File: config.mk
export PLATFORM = sky130hd
export DESIGN_NAME = mcc_top
export DESIGN_NICKNAME = d
export VERILOG_FILES = /design/src/hdl/mcc_pkg.sv /design/src/hdl/mcc_rate_gen.sv /design/src/hdl/mcc_sample_cond.sv /design/src/hdl/mcc_top.sv
export VERILOG_INCLUDE_DIRS = /design/src /design/src/hdl
export SDC_FILE = /design/constraint.sdc
export NUM_CORES = 1
export LEC_CHECK = 0
export BUFFER_PORTS_ARGS = -buffer_cell sky130_fd_sc_hd__buf_2
export CORE_ASPECT_RATIO = 0.6
export CORE_MARGIN = 4
export CORE_UTILIZATION = 61
export CTS_CLUSTER_DIAMETER = 60
export DETAILED_ROUTE_END_ITERATION = 8
export PLACE_DENSITY = 0.83
export SLEW_MARGIN = 30
export SYNTH_ARGS = -nofsm -noshare
export SYNTH_HDL_FRONTEND = slang
export SYNTH_SLANG_ARGS = --single-unit
export TNS_END_PERCENT = 50
File: constraint.sdc
create_clock -name clk -period 12.8 [get_ports clk]
set_input_delay 0.64 -clock clk [delete_from_list [all_inputs] [get_ports clk]]
set_output_delay 0.64 -clock clk [all_outputs]
set_load 0.02 [all_outputs]
File: src/hdl/mcc_defs.svh
// offsets, field positions, reset values and timing counts of the converter config block
`ifndef MCC_DEFS_SVH
`define MCC_DEFS_SVH

`define MCC_ADDR_W          8
`define MCC_DATA_W          16
`define MCC_REG_CONV_CFG    8'ha6
`define MCC_REG_SAMPLE      8'hcd
`define MCC_REG_CHAN_EN     8'h4a
`define MCC_REG_MODE        8'h4c
`define MCC_REG_STATUS      8'h4e

`define MCC_CFG_ARM_BIT     7
`define MCC_CFG_RATE_MSB    6
`define MCC_CFG_RATE_LSB    4
`define MCC_CFG_SRC_MSB     3
`define MCC_CFG_SRC_LSB     0
`define MCC_CFG_RESET       8'h00
`define MCC_CHAN_EN_RESET   2'h3
`define MCC_MODE_WB_BIT     0
`define MCC_MODE_RESET      1'h0
`define MCC_RATE_MAX_CODE   3'h4

`define MCC_CLK_MHZ         25
`define MCC_NB_RATE_HZ      8000
`define MCC_NB_PERIOD_CYC   ((`MCC_CLK_MHZ * 1000000) / `MCC_NB_RATE_HZ)
`define MCC_IRQ_NB_NS       54000
`define MCC_IRQ_WB_NS       26000
`define MCC_IRQ_NB_CYC      ((`MCC_IRQ_NB_NS * `MCC_CLK_MHZ) / 1000)
`define MCC_IRQ_WB_CYC      ((`MCC_IRQ_WB_NS * `MCC_CLK_MHZ) / 1000)
`define MCC_IRQ_CNT_W       11

`endif

File: src/hdl/mcc_pkg.sv
// types shared by the converter config block
package mcc_pkg;

  typedef enum logic [3:0] {
    MCC_SRC_AC_TIP_RING = 4'h0,
    MCC_SRC_SWITCHER_Y  = 4'h1,
    MCC_SRC_SWITCHER_Z  = 4'h2,
    MCC_SRC_TIP_V       = 4'h4,
    MCC_SRC_RING_V      = 4'h5,
    MCC_SRC_DC_TIP_RING = 4'h6,
    MCC_SRC_METAL_I     = 4'h7,
    MCC_SRC_LONG_I      = 4'h8,
    MCC_SRC_CAL_REF_I   = 4'h9,
    MCC_SRC_LOOPBACK    = 4'ha,
    MCC_SRC_NO_CONNECT  = 4'hb
  } mcc_source_type;

  typedef enum logic {
    MCC_IRQ_IDLE = 1'b0,
    MCC_IRQ_HOLD = 1'b1
  } mcc_irq_state_type;

  function automatic logic mcc_src_assigned(input logic [3:0] code);
    return (code != 4'h3) && (code <= 4'hb);
  endfunction

  // sources read back inverted, so negative line voltage gives a positive word
  function automatic logic mcc_src_inverted(input logic [3:0] code);
    return (code == MCC_SRC_SWITCHER_Y) || (code == MCC_SRC_SWITCHER_Z) ||
           (code == MCC_SRC_TIP_V) || (code == MCC_SRC_RING_V);
  endfunction

  // sources whose word weight is the coarse voltage step rather than the fine one
  function automatic logic mcc_src_coarse_v(input logic [3:0] code);
    return mcc_src_inverted(code) || (code == MCC_SRC_DC_TIP_RING);
  endfunction

endpackage

File: src/hdl/mcc_rate_gen.sv
// posting-rate divider: one tick per programmed sample period
`include "mcc_defs.svh"
module mcc_rate_gen #(
  parameter int NB_PERIOD = `MCC_NB_PERIOD_CYC
) (
  input  wire logic       clk,
  input  wire logic       resetn,
  input  wire logic       restart,
  input  wire logic [2:0] rate,
  input  wire logic       wideband,
  output logic            tick
);
  localparam int CW = 24;

  if (NB_PERIOD < 4 || (NB_PERIOD * 16) >= (1 << CW)) begin : g_bad_period
    $error("mcc_rate_gen: NB_PERIOD out of range");
  end

  logic [CW-1:0] cnt;
  logic [CW-1:0] next_cnt;
  logic          next_tick;
  logic [CW-1:0] period;

  always_comb begin
    period    = CW'(NB_PERIOD) << rate;
    if (wideband) begin
      period  = period >> 1;
    end
    next_cnt  = cnt + CW'(1);
    next_tick = 1'b0;
    if (restart || rate > `MCC_RATE_MAX_CODE) begin
      next_cnt = '0;
    end else if (cnt >= period - CW'(1)) begin
      next_cnt  = '0;
      next_tick = 1'b1;
    end
  end

  always_ff @(posedge clk) begin
    if (!resetn) begin
      cnt  <= '0;
      tick <= 1'b0;
    end else begin
      cnt  <= next_cnt;
      tick <= next_tick;
    end
  end
endmodule

File: src/hdl/mcc_sample_cond.sv
// per-channel sample capture: sign conditioning and fresh flag
`include "mcc_defs.svh"
module mcc_sample_cond (
  input  wire logic        clk,
  input  wire logic        resetn,
  input  wire logic        clear,
  input  wire logic [3:0]  src,
  input  wire logic [15:0] adc_data,
  input  wire logic        adc_valid,
  input  wire logic        take,
  output logic [15:0]      held,
  output logic             fresh
);
  logic [15:0] next_held;
  logic        next_fresh;

  always_comb begin
    next_held  = held;
    next_fresh = fresh;
    if (take) begin
      next_fresh = 1'b0;
    end
    if (adc_valid) begin
      next_fresh = 1'b1;
      next_held  = adc_data;
      if (mcc_pkg::mcc_src_inverted(src)) begin
        next_held = (adc_data == 16'h8000) ? 16'h7fff : 16'(-adc_data);
      end
    end
    if (clear) begin
      next_fresh = 1'b0;
    end
  end

  always_ff @(posedge clk) begin
    if (!resetn) begin
      held  <= 16'h0000;
      fresh <= 1'b0;
    end else begin
      held  <= next_held;
      fresh <= next_fresh;
    end
  end
endmodule

File: src/hdl/mcc_top.sv
// converter configuration, sample posting and data-ready interrupt
//
// Function
// - arm bit enables data-ready interrupt, default off
// - armed: interrupt on each new sample
// - interrupt self-clears after 54/26 us, or read
// - interrupt only when both channels sampled
// - 3-bit rate field, wideband doubles rate
// - post samples to highway and register together
// - 4-bit source field; reserved codes unused
// - source code to analog input mapping
// - word weight depends on selected source
// - state change overwrites source field
// - loopback source routes DAC back to ADC
// - negative battery/tip/ring voltage reads positive
// - reset clears whole config byte
// - sample word is signed 1.15 value
// - config write starts new measurement
`include "mcc_defs.svh"
module mcc_top #(
  parameter int NB_PERIOD = `MCC_NB_PERIOD_CYC
) (
  input  wire logic        clk,
  input  wire logic        resetn,
  input  wire logic [7:0]  reg_addr,
  input  wire logic [15:0] reg_wdata,
  input  wire logic        reg_wr,
  input  wire logic        reg_rd,
  output logic [15:0]      reg_rdata,
  input  wire logic [15:0] adc_data_a,
  input  wire logic [15:0] adc_data_b,
  input  wire logic [1:0]  adc_valid,
  input  wire logic [1:0]  sys_state_change,
  output logic [3:0]       src_sel_a,
  output logic [3:0]       src_sel_b,
  output logic [1:0]       loopback_en,
  output logic [1:0]       meas_restart,
  output logic [15:0]      pcm_data,
  output logic             pcm_valid,
  output logic             irq
);

  if (NB_PERIOD < 4) begin : g_bad_period
    $error("mcc_top: NB_PERIOD too small");
  end

  localparam logic [`MCC_IRQ_CNT_W-1:0] IRQ_NB = `MCC_IRQ_CNT_W'(`MCC_IRQ_NB_CYC);
  localparam logic [`MCC_IRQ_CNT_W-1:0] IRQ_WB = `MCC_IRQ_CNT_W'(`MCC_IRQ_WB_CYC);

  // register state
  logic [7:0]  cfg [2];
  logic [7:0]  next_cfg [2];
  logic [1:0]  chan_en;
  logic [1:0]  next_chan_en;
  logic        wideband;
  logic        next_wideband;
  logic [15:0] sample_word [2];
  logic [15:0] next_sample_word [2];
  logic [15:0] next_rdata;
  logic [3:0]  next_src_a;
  logic [3:0]  next_src_b;
  logic [1:0]  next_loopback;
  logic [1:0]  next_restart;
  logic [15:0] next_pcm_data;
  logic        next_pcm_valid;

  logic        wr_cfg;
  logic        rd_sample;
  logic        rd_sel_b;
  logic        post;
  logic        rate_tick;
  logic [15:0] held [2];
  logic [1:0]  fresh;
  logic [15:0] adc_data [2];
  logic [1:0]  scale_coarse;

  assign adc_data[0] = adc_data_a;
  assign adc_data[1] = adc_data_b;
  assign wr_cfg      = reg_wr && reg_addr == `MCC_REG_CONV_CFG;
  assign rd_sample   = reg_rd && reg_addr == `MCC_REG_SAMPLE;
  // only channel b alone selects b; both or none fall back to channel a
  assign rd_sel_b    = chan_en == 2'h2;
  assign post        = rate_tick && (&fresh);

  genvar ch;
  generate
    for (ch = 0; ch < 2; ch++) begin : g_chan
      mcc_sample_cond u_cond (
        .clk       (clk),
        .resetn    (resetn),
        .clear     (meas_restart[ch]),
        .src       (cfg[ch][`MCC_CFG_SRC_MSB:`MCC_CFG_SRC_LSB]),
        .adc_data  (adc_data[ch]),
        .adc_valid (adc_valid[ch]),
        .take      (post),
        .held      (held[ch]),
        .fresh     (fresh[ch])
      );
      assign scale_coarse[ch] =
        mcc_pkg::mcc_src_coarse_v(cfg[ch][`MCC_CFG_SRC_MSB:`MCC_CFG_SRC_LSB]);
    end
  endgenerate

  // posting timebase follows channel a's rate field
  mcc_rate_gen #(
    .NB_PERIOD (NB_PERIOD)
  ) u_rate (
    .clk      (clk),
    .resetn   (resetn),
    .restart  (|meas_restart),
    .rate     (cfg[0][`MCC_CFG_RATE_MSB:`MCC_CFG_RATE_LSB]),
    .wideband (wideband),
    .tick     (rate_tick)
  );

  // configuration, channel enable and mode registers
  always_comb begin
    next_chan_en  = chan_en;
    next_wideband = wideband;
    next_restart  = 2'h0;
    if (reg_wr && reg_addr == `MCC_REG_CHAN_EN) begin
      next_chan_en = reg_wdata[1:0];
    end
    if (reg_wr && reg_addr == `MCC_REG_MODE) begin
      next_wideband = reg_wdata[`MCC_MODE_WB_BIT];
    end
    for (int i = 0; i < 2; i++) begin
      next_cfg[i] = cfg[i];
      if (wr_cfg && chan_en[i]) begin
        next_cfg[i]     = reg_wdata[7:0];
        next_restart[i] = 1'b1;
        if (!mcc_pkg::mcc_src_assigned(reg_wdata[`MCC_CFG_SRC_MSB:`MCC_CFG_SRC_LSB])) begin
          next_cfg[i][`MCC_CFG_SRC_MSB:`MCC_CFG_SRC_LSB] =
            cfg[i][`MCC_CFG_SRC_MSB:`MCC_CFG_SRC_LSB];
        end
      end
      if (sys_state_change[i]) begin
        next_cfg[i][`MCC_CFG_SRC_MSB:`MCC_CFG_SRC_LSB] = mcc_pkg::MCC_SRC_AC_TIP_RING;
      end
    end
    next_src_a    = next_cfg[0][`MCC_CFG_SRC_MSB:`MCC_CFG_SRC_LSB];
    next_src_b    = next_cfg[1][`MCC_CFG_SRC_MSB:`MCC_CFG_SRC_LSB];
    next_loopback[0] = next_src_a == mcc_pkg::MCC_SRC_LOOPBACK;
    next_loopback[1] = next_src_b == mcc_pkg::MCC_SRC_LOOPBACK;
  end

  always_ff @(posedge clk) begin
    if (!resetn) begin
      cfg[0]       <= `MCC_CFG_RESET;
      cfg[1]       <= `MCC_CFG_RESET;
      chan_en      <= `MCC_CHAN_EN_RESET;
      wideband     <= `MCC_MODE_RESET;
      src_sel_a    <= 4'h0;
      src_sel_b    <= 4'h0;
      loopback_en  <= 2'h0;
      meas_restart <= 2'h0;
    end else begin
      cfg[0]       <= next_cfg[0];
      cfg[1]       <= next_cfg[1];
      chan_en      <= next_chan_en;
      wideband     <= next_wideband;
      src_sel_a    <= next_src_a;
      src_sel_b    <= next_src_b;
      loopback_en  <= next_loopback;
      meas_restart <= next_restart;
    end
  end

  // sample posting to the register and the highway
  always_comb begin
    next_pcm_valid = post;
    next_pcm_data  = pcm_data;
    for (int i = 0; i < 2; i++) begin
      next_sample_word[i] = post ? held[i] : sample_word[i];
    end
    if (post) begin
      next_pcm_data = rd_sel_b ? held[1] : held[0];
    end
  end

  always_ff @(posedge clk) begin
    if (!resetn) begin
      sample_word[0] <= 16'h0000;
      sample_word[1] <= 16'h0000;
      pcm_data       <= 16'h0000;
      pcm_valid      <= 1'b0;
    end else begin
      sample_word[0] <= next_sample_word[0];
      sample_word[1] <= next_sample_word[1];
      pcm_data       <= next_pcm_data;
      pcm_valid      <= next_pcm_valid;
    end
  end

  // data-ready interrupt with automatic clear
  mcc_pkg::mcc_irq_state_type irq_state;
  mcc_pkg::mcc_irq_state_type next_irq_state;
  logic [`MCC_IRQ_CNT_W-1:0]  irq_cnt;
  logic [`MCC_IRQ_CNT_W-1:0]  next_irq_cnt;
  logic                       next_irq;
  logic                       armed;

  assign armed = cfg[0][`MCC_CFG_ARM_BIT] | cfg[1][`MCC_CFG_ARM_BIT];

  always_comb begin
    next_irq_state = irq_state;
    next_irq_cnt   = irq_cnt;
    case (irq_state)
      mcc_pkg::MCC_IRQ_IDLE: begin
        next_irq_cnt = '0;
      end
      mcc_pkg::MCC_IRQ_HOLD: begin
        next_irq_cnt = irq_cnt + `MCC_IRQ_CNT_W'(1);
        if (rd_sample || next_irq_cnt >= (wideband ? IRQ_WB : IRQ_NB)) begin
          next_irq_state = mcc_pkg::MCC_IRQ_IDLE;
          next_irq_cnt   = '0;
        end
      end
      default: begin
        next_irq_state = mcc_pkg::MCC_IRQ_IDLE;
        next_irq_cnt   = '0;
      end
    endcase
    // a new post wins over a read or timeout in the same cycle
    if (post && armed) begin
      next_irq_state = mcc_pkg::MCC_IRQ_HOLD;
      next_irq_cnt   = '0;
    end
    next_irq = next_irq_state == mcc_pkg::MCC_IRQ_HOLD;
  end

  always_ff @(posedge clk) begin
    if (!resetn) begin
      irq_state <= mcc_pkg::MCC_IRQ_IDLE;
      irq_cnt   <= '0;
      irq       <= 1'b0;
    end else begin
      irq_state <= next_irq_state;
      irq_cnt   <= next_irq_cnt;
      irq       <= next_irq;
    end
  end

  // register read port, answer one cycle after the strobe
  always_comb begin
    next_rdata = 16'h0000;
    if (reg_rd) begin
      case (reg_addr)
        `MCC_REG_CONV_CFG: next_rdata = {8'h00, rd_sel_b ? cfg[1] : cfg[0]};
        `MCC_REG_SAMPLE:   next_rdata = rd_sel_b ? sample_word[1] : sample_word[0];
        `MCC_REG_CHAN_EN:  next_rdata = {14'h0000, chan_en};
        `MCC_REG_MODE:     next_rdata = {15'h0000, wideband};
        `MCC_REG_STATUS:   next_rdata = {11'h000, scale_coarse, irq, fresh};
        default:           next_rdata = 16'h0000;
      endcase
    end
  end

  always_ff @(posedge clk) begin
    if (!resetn) begin
      reg_rdata <= 16'h0000;
    end else begin
      reg_rdata <= next_rdata;
    end
  end

  // helper: length of the current interrupt pulse, restarted by an armed post
  logic [`MCC_IRQ_CNT_W:0] irq_len;
  always_ff @(posedge clk) begin
    if (!resetn || !irq || (post && armed)) begin
      irq_len <= '0;
    end else if (!(&irq_len)) begin
      irq_len <= irq_len + (`MCC_IRQ_CNT_W + 1)'(1);
    end
  end
endmodule

# Yosys cells after proc, flatten, opt, wreduce, memory -nomap -nowiden

Memory sizes are Yosys's and may differ from the RTL's.
Index checks and enable logic that the tools add are counted.

Memories: 2
Bits in writable memories: 48
Logic and storage cells: 121
Register bits: 119
Output and inout port bits: 46
Input bits: 64

Memory list:

| name        | words | bits a word | rd ports | clocked after Yosys merged registers in | wr ports | line          | text |
|---|---|---|---|---|---|---|---|
| sample_word | 2     | 16          | 2        | 0                                       | 2        | mcc_top.sv:57 | `logic [15:0] sample_word [2];` |
| cfg         | 2     | 8           | 2        | 0                                       | 2        | mcc_top.sv:51 | `logic [7:0] cfg [2];` |

Equality and inequality tests: 21
Order comparisons: 4
Add/subtract/negate cells: 5
Bitwise operators: 7
Reduce and logical (&&, ||, !) cells: 29
Shifts and indexed selects: 1
Multiplexer cells: 35

Operators by type and width:

| kind                  | number |
|---|---|
| $mux 16               | 10 |
| $pmux 16 s5           | 1 |
| $mux 8                | 5 |
| $eq 16x16->1 const B  | 2 |
| $neg 16->16           | 2 |
| $add 24x1->24 const B | 1 |
| $eq 4x3->1 const B    | 6 |
| $eq 8x7->1 const B    | 3 |
| $ge 24x24->1          | 1 |
| $mux 24               | 1 |
| $shl 12x3->24 const A | 1 |
| $sub 24x1->24 const B | 1 |
| $mux 11               | 2 |
| $pmux 11 s2           | 1 |
| $eq 8x8->1 const B    | 2 |
| $mux 4                | 4 |
| $add 11x1->11 const B | 1 |
| $ge 11x11->1          | 1 |
| $mux 1                | 11 |
| $logic_or 1x1->1      | 10 |
| $reduce_or 2->1       | 5 |
| $logic_and 1x1->1     | 9 |
| $eq 4x1->1 const B    | 2 |
| $eq 4x2->1 const B    | 2 |
| other kinds (10)      | 18 |

# Longest topological paths before layout

Depth after elaboration: 6
Mapped depth: 21
Depth with buffers taken out: 18

# Modules after synthesis

A second synthesis with hierarchy kept.

Cell total of the unflattened synthesis: 1118
Area, all modules: 9052.4 um^2

By module, submodules not included:

| module          | instances | area each (um^2) | cells an instance |
|---|---|---|---|
| mcc_top         | 1         | 4359.2           | 527 |
| mcc_rate_gen    | 1         | 2703.8           | 341 |
| mcc_sample_cond | 2         | 994.7            | 125 |

# Worst setup path after synthesis

Ideal clock, no wire load.

Path kind: flip-flop to flip-flop
Start: memory cfg[0][4]
End: register u_rate.cnt[15]
Library setup time: 0.128 ns
Stages on the path, launching flop included: 17
Data required time: 12.672 ns
Path slack: 8.402 ns
Data arrival time: 4.270 ns
Buffers on the path: 2
Cells stage by stage: dfxtp_1 clkbuf_1 inv_1 ha_1 or2_4 mux4_2 and4bb_4 nand3_4 or4_1 ha_1 and4_1 nand4_1 nor2_1 nand2_1 o2111ai_1 clkbuf_1 nor2_1

RTL lines:

| what                   | line               | text |
|---|---|---|
| start: declaration     | mcc_top.sv:51      |  |
| end signal: assignment | mcc_rate_gen.sv:44 | `cnt <= next_cnt;` |
| end: declaration       | mcc_rate_gen.sv:19 | `logic [CW-1:0] cnt;` |

==> results_dict.tcl <==
set metrics [dict create \
    num_antenna_cells 0 \
    start_util_pct 62.5 \
    nFillCells 1094 \
    synthesis.area_per_instance_um2 8.23 \
    clock_tree_root_buffer_cell "clkbuf_16" \
    post-route-min-period_ps 4840 \
    antenna_found_initial 1 \
    setup-tns-final_ps 0 \
    hold_class "in -> reg" \
    tightest_slew_ps 899 \
    dpl.hpwl_um 15400 \
    final.setup.worst_slack_ps 7960 \
    grt_first_pass_wirelength_um 35600 \
    total_of_warnings_raised_by_yosys 0 \
    die_area_mm2 0.0161 \
    tritoncts.num_buffers 17 \
    setup_viol_count_final 0 \
    drt_iter0_markers 833 \
    area_growth_pct 13.3 \
    max_cap_violations 0 \
    portion_of_the_post_synthesis_area_used_by_sequential_elements_pct 37.1 \
    netlist_area_mm2 0.00857 \
    ff_latch_area_mm2 0.00318 \
    timing_max_transition_violations_final 0 \
    pre_cts_ws_ps 8050 \
    clockBufferDepth 2 \
    die_h_um 99.8 \
    final_layout_size_suffix_gt1_share_pct 14.2 \
    run_status "completed" \
    r2r_slack_ps 7960 \
    synth_async_sr_flop_share_pct 0 \
    nNetsFinal 1218 \
    achievable-frequency_mhz 207 \
    io_pins 110 \
    footprint_of_the_multi_input_gates_mm2 0.00503 \
    relSlewSlack_pct 39.2 \
    worst_skew_pair.late_latency_ps 430 \
    post_synthesis_sequential_element_count 159 \
    clock-skew-final_ps 11.2 \
    worstRegToRegCells 16 \
    post_cts_resized 0 \
    routed_via_density 5.85 \
    yosys.area_share.adder_pct 6.86 \
    cts.htree.levels 4 \
    cts_post_setup_buffers_inserted 0 \
    detail_route.drc_violations 0 \
    syn-num-nets 1153 \
    kind_of_start_point_of_the_critical_path "flop" \
    rr_endpoint "u_rate.cnt[11]" \
    wp_data_required_ps 13160 \
    timing.critical_path.to_type "flop" \
    cts_tree "built" \
    rows 33 \
    fp.coreArea_mm2 0.0137 \
    synth_mux_area_share_pct 5.36 \
    netlist_instances 1042 \
    power.density_mw_per_mm2 110 \
    worst_min_path_start "sys_state_change[1]" \
    global_route_overflow 0 \
    detailedRoute.firstPassIterationCount 5 \
    grt_start_max_net_pins 66 \
    whs_endpoint "loopback_en[1]" \
    distinct_cell_type_count_after_synthesis 72 \
    grtUsageTotal_pct 27.2 \
    portBuffers 101 \
    clk_pin_slew_ps 70 \
    post_drt_wl_per_cell_um 16.6 \
    postCtsHoldBufs 0 \
    setup.worst_path.class "reg -> reg" \
    crit_path_max_incr_delay_ps 600 \
    final.period_utilization_pct 37.8 \
    cp_common_cell "ha_1" \
    via_count_of_the_first_global_routing_pass 6885 \
    crit_path_max_fanout 24 \
    grt_setup_unrepaired "no" \
    postRouteWirelength_um 21800 \
    tritoncts_num_sinks 159 \
    holdPathStages 2 \
    p_leak_uw 0.00391 \
    crit_arrival_ps 5200 \
    yosys.area_share.simple_pct 23.3 \
    cp_slowest_cell "dfxtp_1" \
    timing_hold_violations_final 0 \
    area_fraction_in_compound_gates_after_synthesis_pct 15.8 \
    ir_worst_vdd_v 0.0000752 \
    detail-route-antenna-nets 0 \
    detailroute.via_count 7675 \
    path_cells "inv_1 -> ha_1 -> or2_4 -> mux4_2 -> nor3_1 -> nand2b_1 -> o211a_1 -> a211oi_1 -> ha_1 -> a21o_1 -> a21oi_1 -> o22ai_1 -> o21ai_0 -> o2111ai_1 -> buf_4 -> nor2_1" \
    timing.rr.start "cfg[0][4]" \
    synth_top_family_by_area "simple AND/OR/NAND/NOR gates" \
    edff_count_synth 0 \
    place.gp.congestion 0.941 \
    die_x_um 161 \
    setup.worst_path.start "cfg[0][4]" \
    postSynth.topFlopCell "dfxtp_1" \
    area_share_of_xor_xnor_cells_in_the_synthesized_design_pct 7.26 \
]
## logic make-up (layout without fill, tap and decap cells)
kind of cell | count (synthesis) | in the layout
AO/OA/AOI/OAI | 225 | 225
XOR/XNOR | 71 | 71
adder cells (fa/ha/maj) | 47 | 47
buffers and inverters | 87 | 165
flip-flops | 159 | 159
multiplexers | 42 | 42
AND/OR/NAND/NOR | 411 | 411
## worst max-delay path by stage
stage	cells past startpoint	endpoint	slack, ps
6_report	16	u_rate.cnt[11]	7960
5_1_grt	16	u_rate.cnt[13]	7590
4_1_cts	16	u_rate.cnt[11]	8020
3_5_place_dp	16	u_rate.cnt[11]	8050
3_3_place_gp	16	u_rate.cnt[8]	8130
2_1_floorplan	16	u_rate.cnt[15]	8400
## cell type report
class	count	area share [%]
Clock buffer	18	4.52
Clock inverter	14	1.52
Inverter	26	1.00
Multi-Input combinational cell	796	51.8
Sequential cell	159	32.8
Tap cell	192	2.47
Timing Repair Buffer	107	5.87
## Yosys cell counts (all sizes together), types with 5 or more instances
cell / count / area [um^2]
o21ai: 46 / 230
and4: 8 / 70.1
xnor2: 42 / 368
a21oi: 106 / 534
inv: 26 / 97.6
o22ai: 9 / 56.3
nand3: 25 / 138
nand3b: 7 / 52.6
nor3: 16 / 80.1
nand2: 153 / 574
a311oi: 18 / 164
nor2b: 17 / 106
dfxtp: 159 / 3180
or4: 7 / 52.6
and2: 5 / 31.3
buf: 23 / 131
ha: 47 / 588
xor2: 29 / 254
nor2: 114 / 428
and3: 13 / 81.3
clkbuf: 38 / 143
mux2i: 38 / 380
nand2b: 12 / 75.1
a31oi: 9 / 56.3
nand4: 9 / 56.3
a21o: 7 / 52.6
## routing by layer
layer	part of all wire, %	up-vias	global-route usage, %	routed length, um
met5	0.032	-	0	7
met4	1.2	2	6.29	265
met3	8.9	33	5.70	1940
met2	39	310	36.9	8600
met1	50	3554	43.5	11000
li1	-	3776	-	-
## flip-flops by register name, indices dropped and copies added (netlist names)
name,count
pcm_data,16
u_rate.tick,1
wideband,1
sample_word,32
cfg,9
src_sel_b,4
loopback_en,2
chan_en,2
src_sel_a,3
irq_state,1
meas_restart,2
g_chan.u_cond.held,32
reg_rdata,16
g_chan.u_cond.fresh,2
u_rate.cnt,24
irq_cnt,11
pcm_valid,1
## cell usage in the layout, fill, tap and decap left out, drive strengths merged, types with 3 or more instances in the layout
cell,instances
dfxtp,159
nand2,153
nor2,114
buf,107
a21oi,106
ha,47
o21ai,46
xnor2,42
mux2i,38
inv,33
xor2,29
nand3,25
a311oi,18
clkbuf,18
nor2b,17
nor3,16
and3,13
nand2b,12
nand4,9
a31oi,9
o22ai,9
and4,8
nand3b,7
a21o,7
or4,7
and2,5
o31ai,4
a211oi,4
clkinvlp,4
nor4,4
mux4,3
or4b,3
nor3b,3
clkinv,3
## where the power goes
part           total [uW]  switching (uW)  internal (uW)
clock network         500             235            265
logic                50.9            32.0           18.8
registers             513            10.5            503
## worst max-delay path, delay by kind of cell (launching register included)
family	cells	cell delay (ps)
buf+inv	2	490
fa+ha+maj	2	720
simple gates	4	1100
compound gates	7	1320
flops	1	600
mux	1	540
## through the flow
step | utilization (%) | instance area [um^2] | total power [uW] | cells | hold WS [ps]
after detailed placement | 66.5 | 9120 | 573 | 1280 | 447
after global placement | 66.3 | 9090 | 572 | 1279 | 441
final | 70.9 | 9710 | 1060 | 1312 | 389
after global routing | 70.9 | 9710 | 1100 | 1312 | 394
after floorplan | - | 8570 | 546 | 1042 | 426
after CTS | 70.8 | 9710 | 1060 | 1312 | 388
Power figures use the tool's default switching activity.
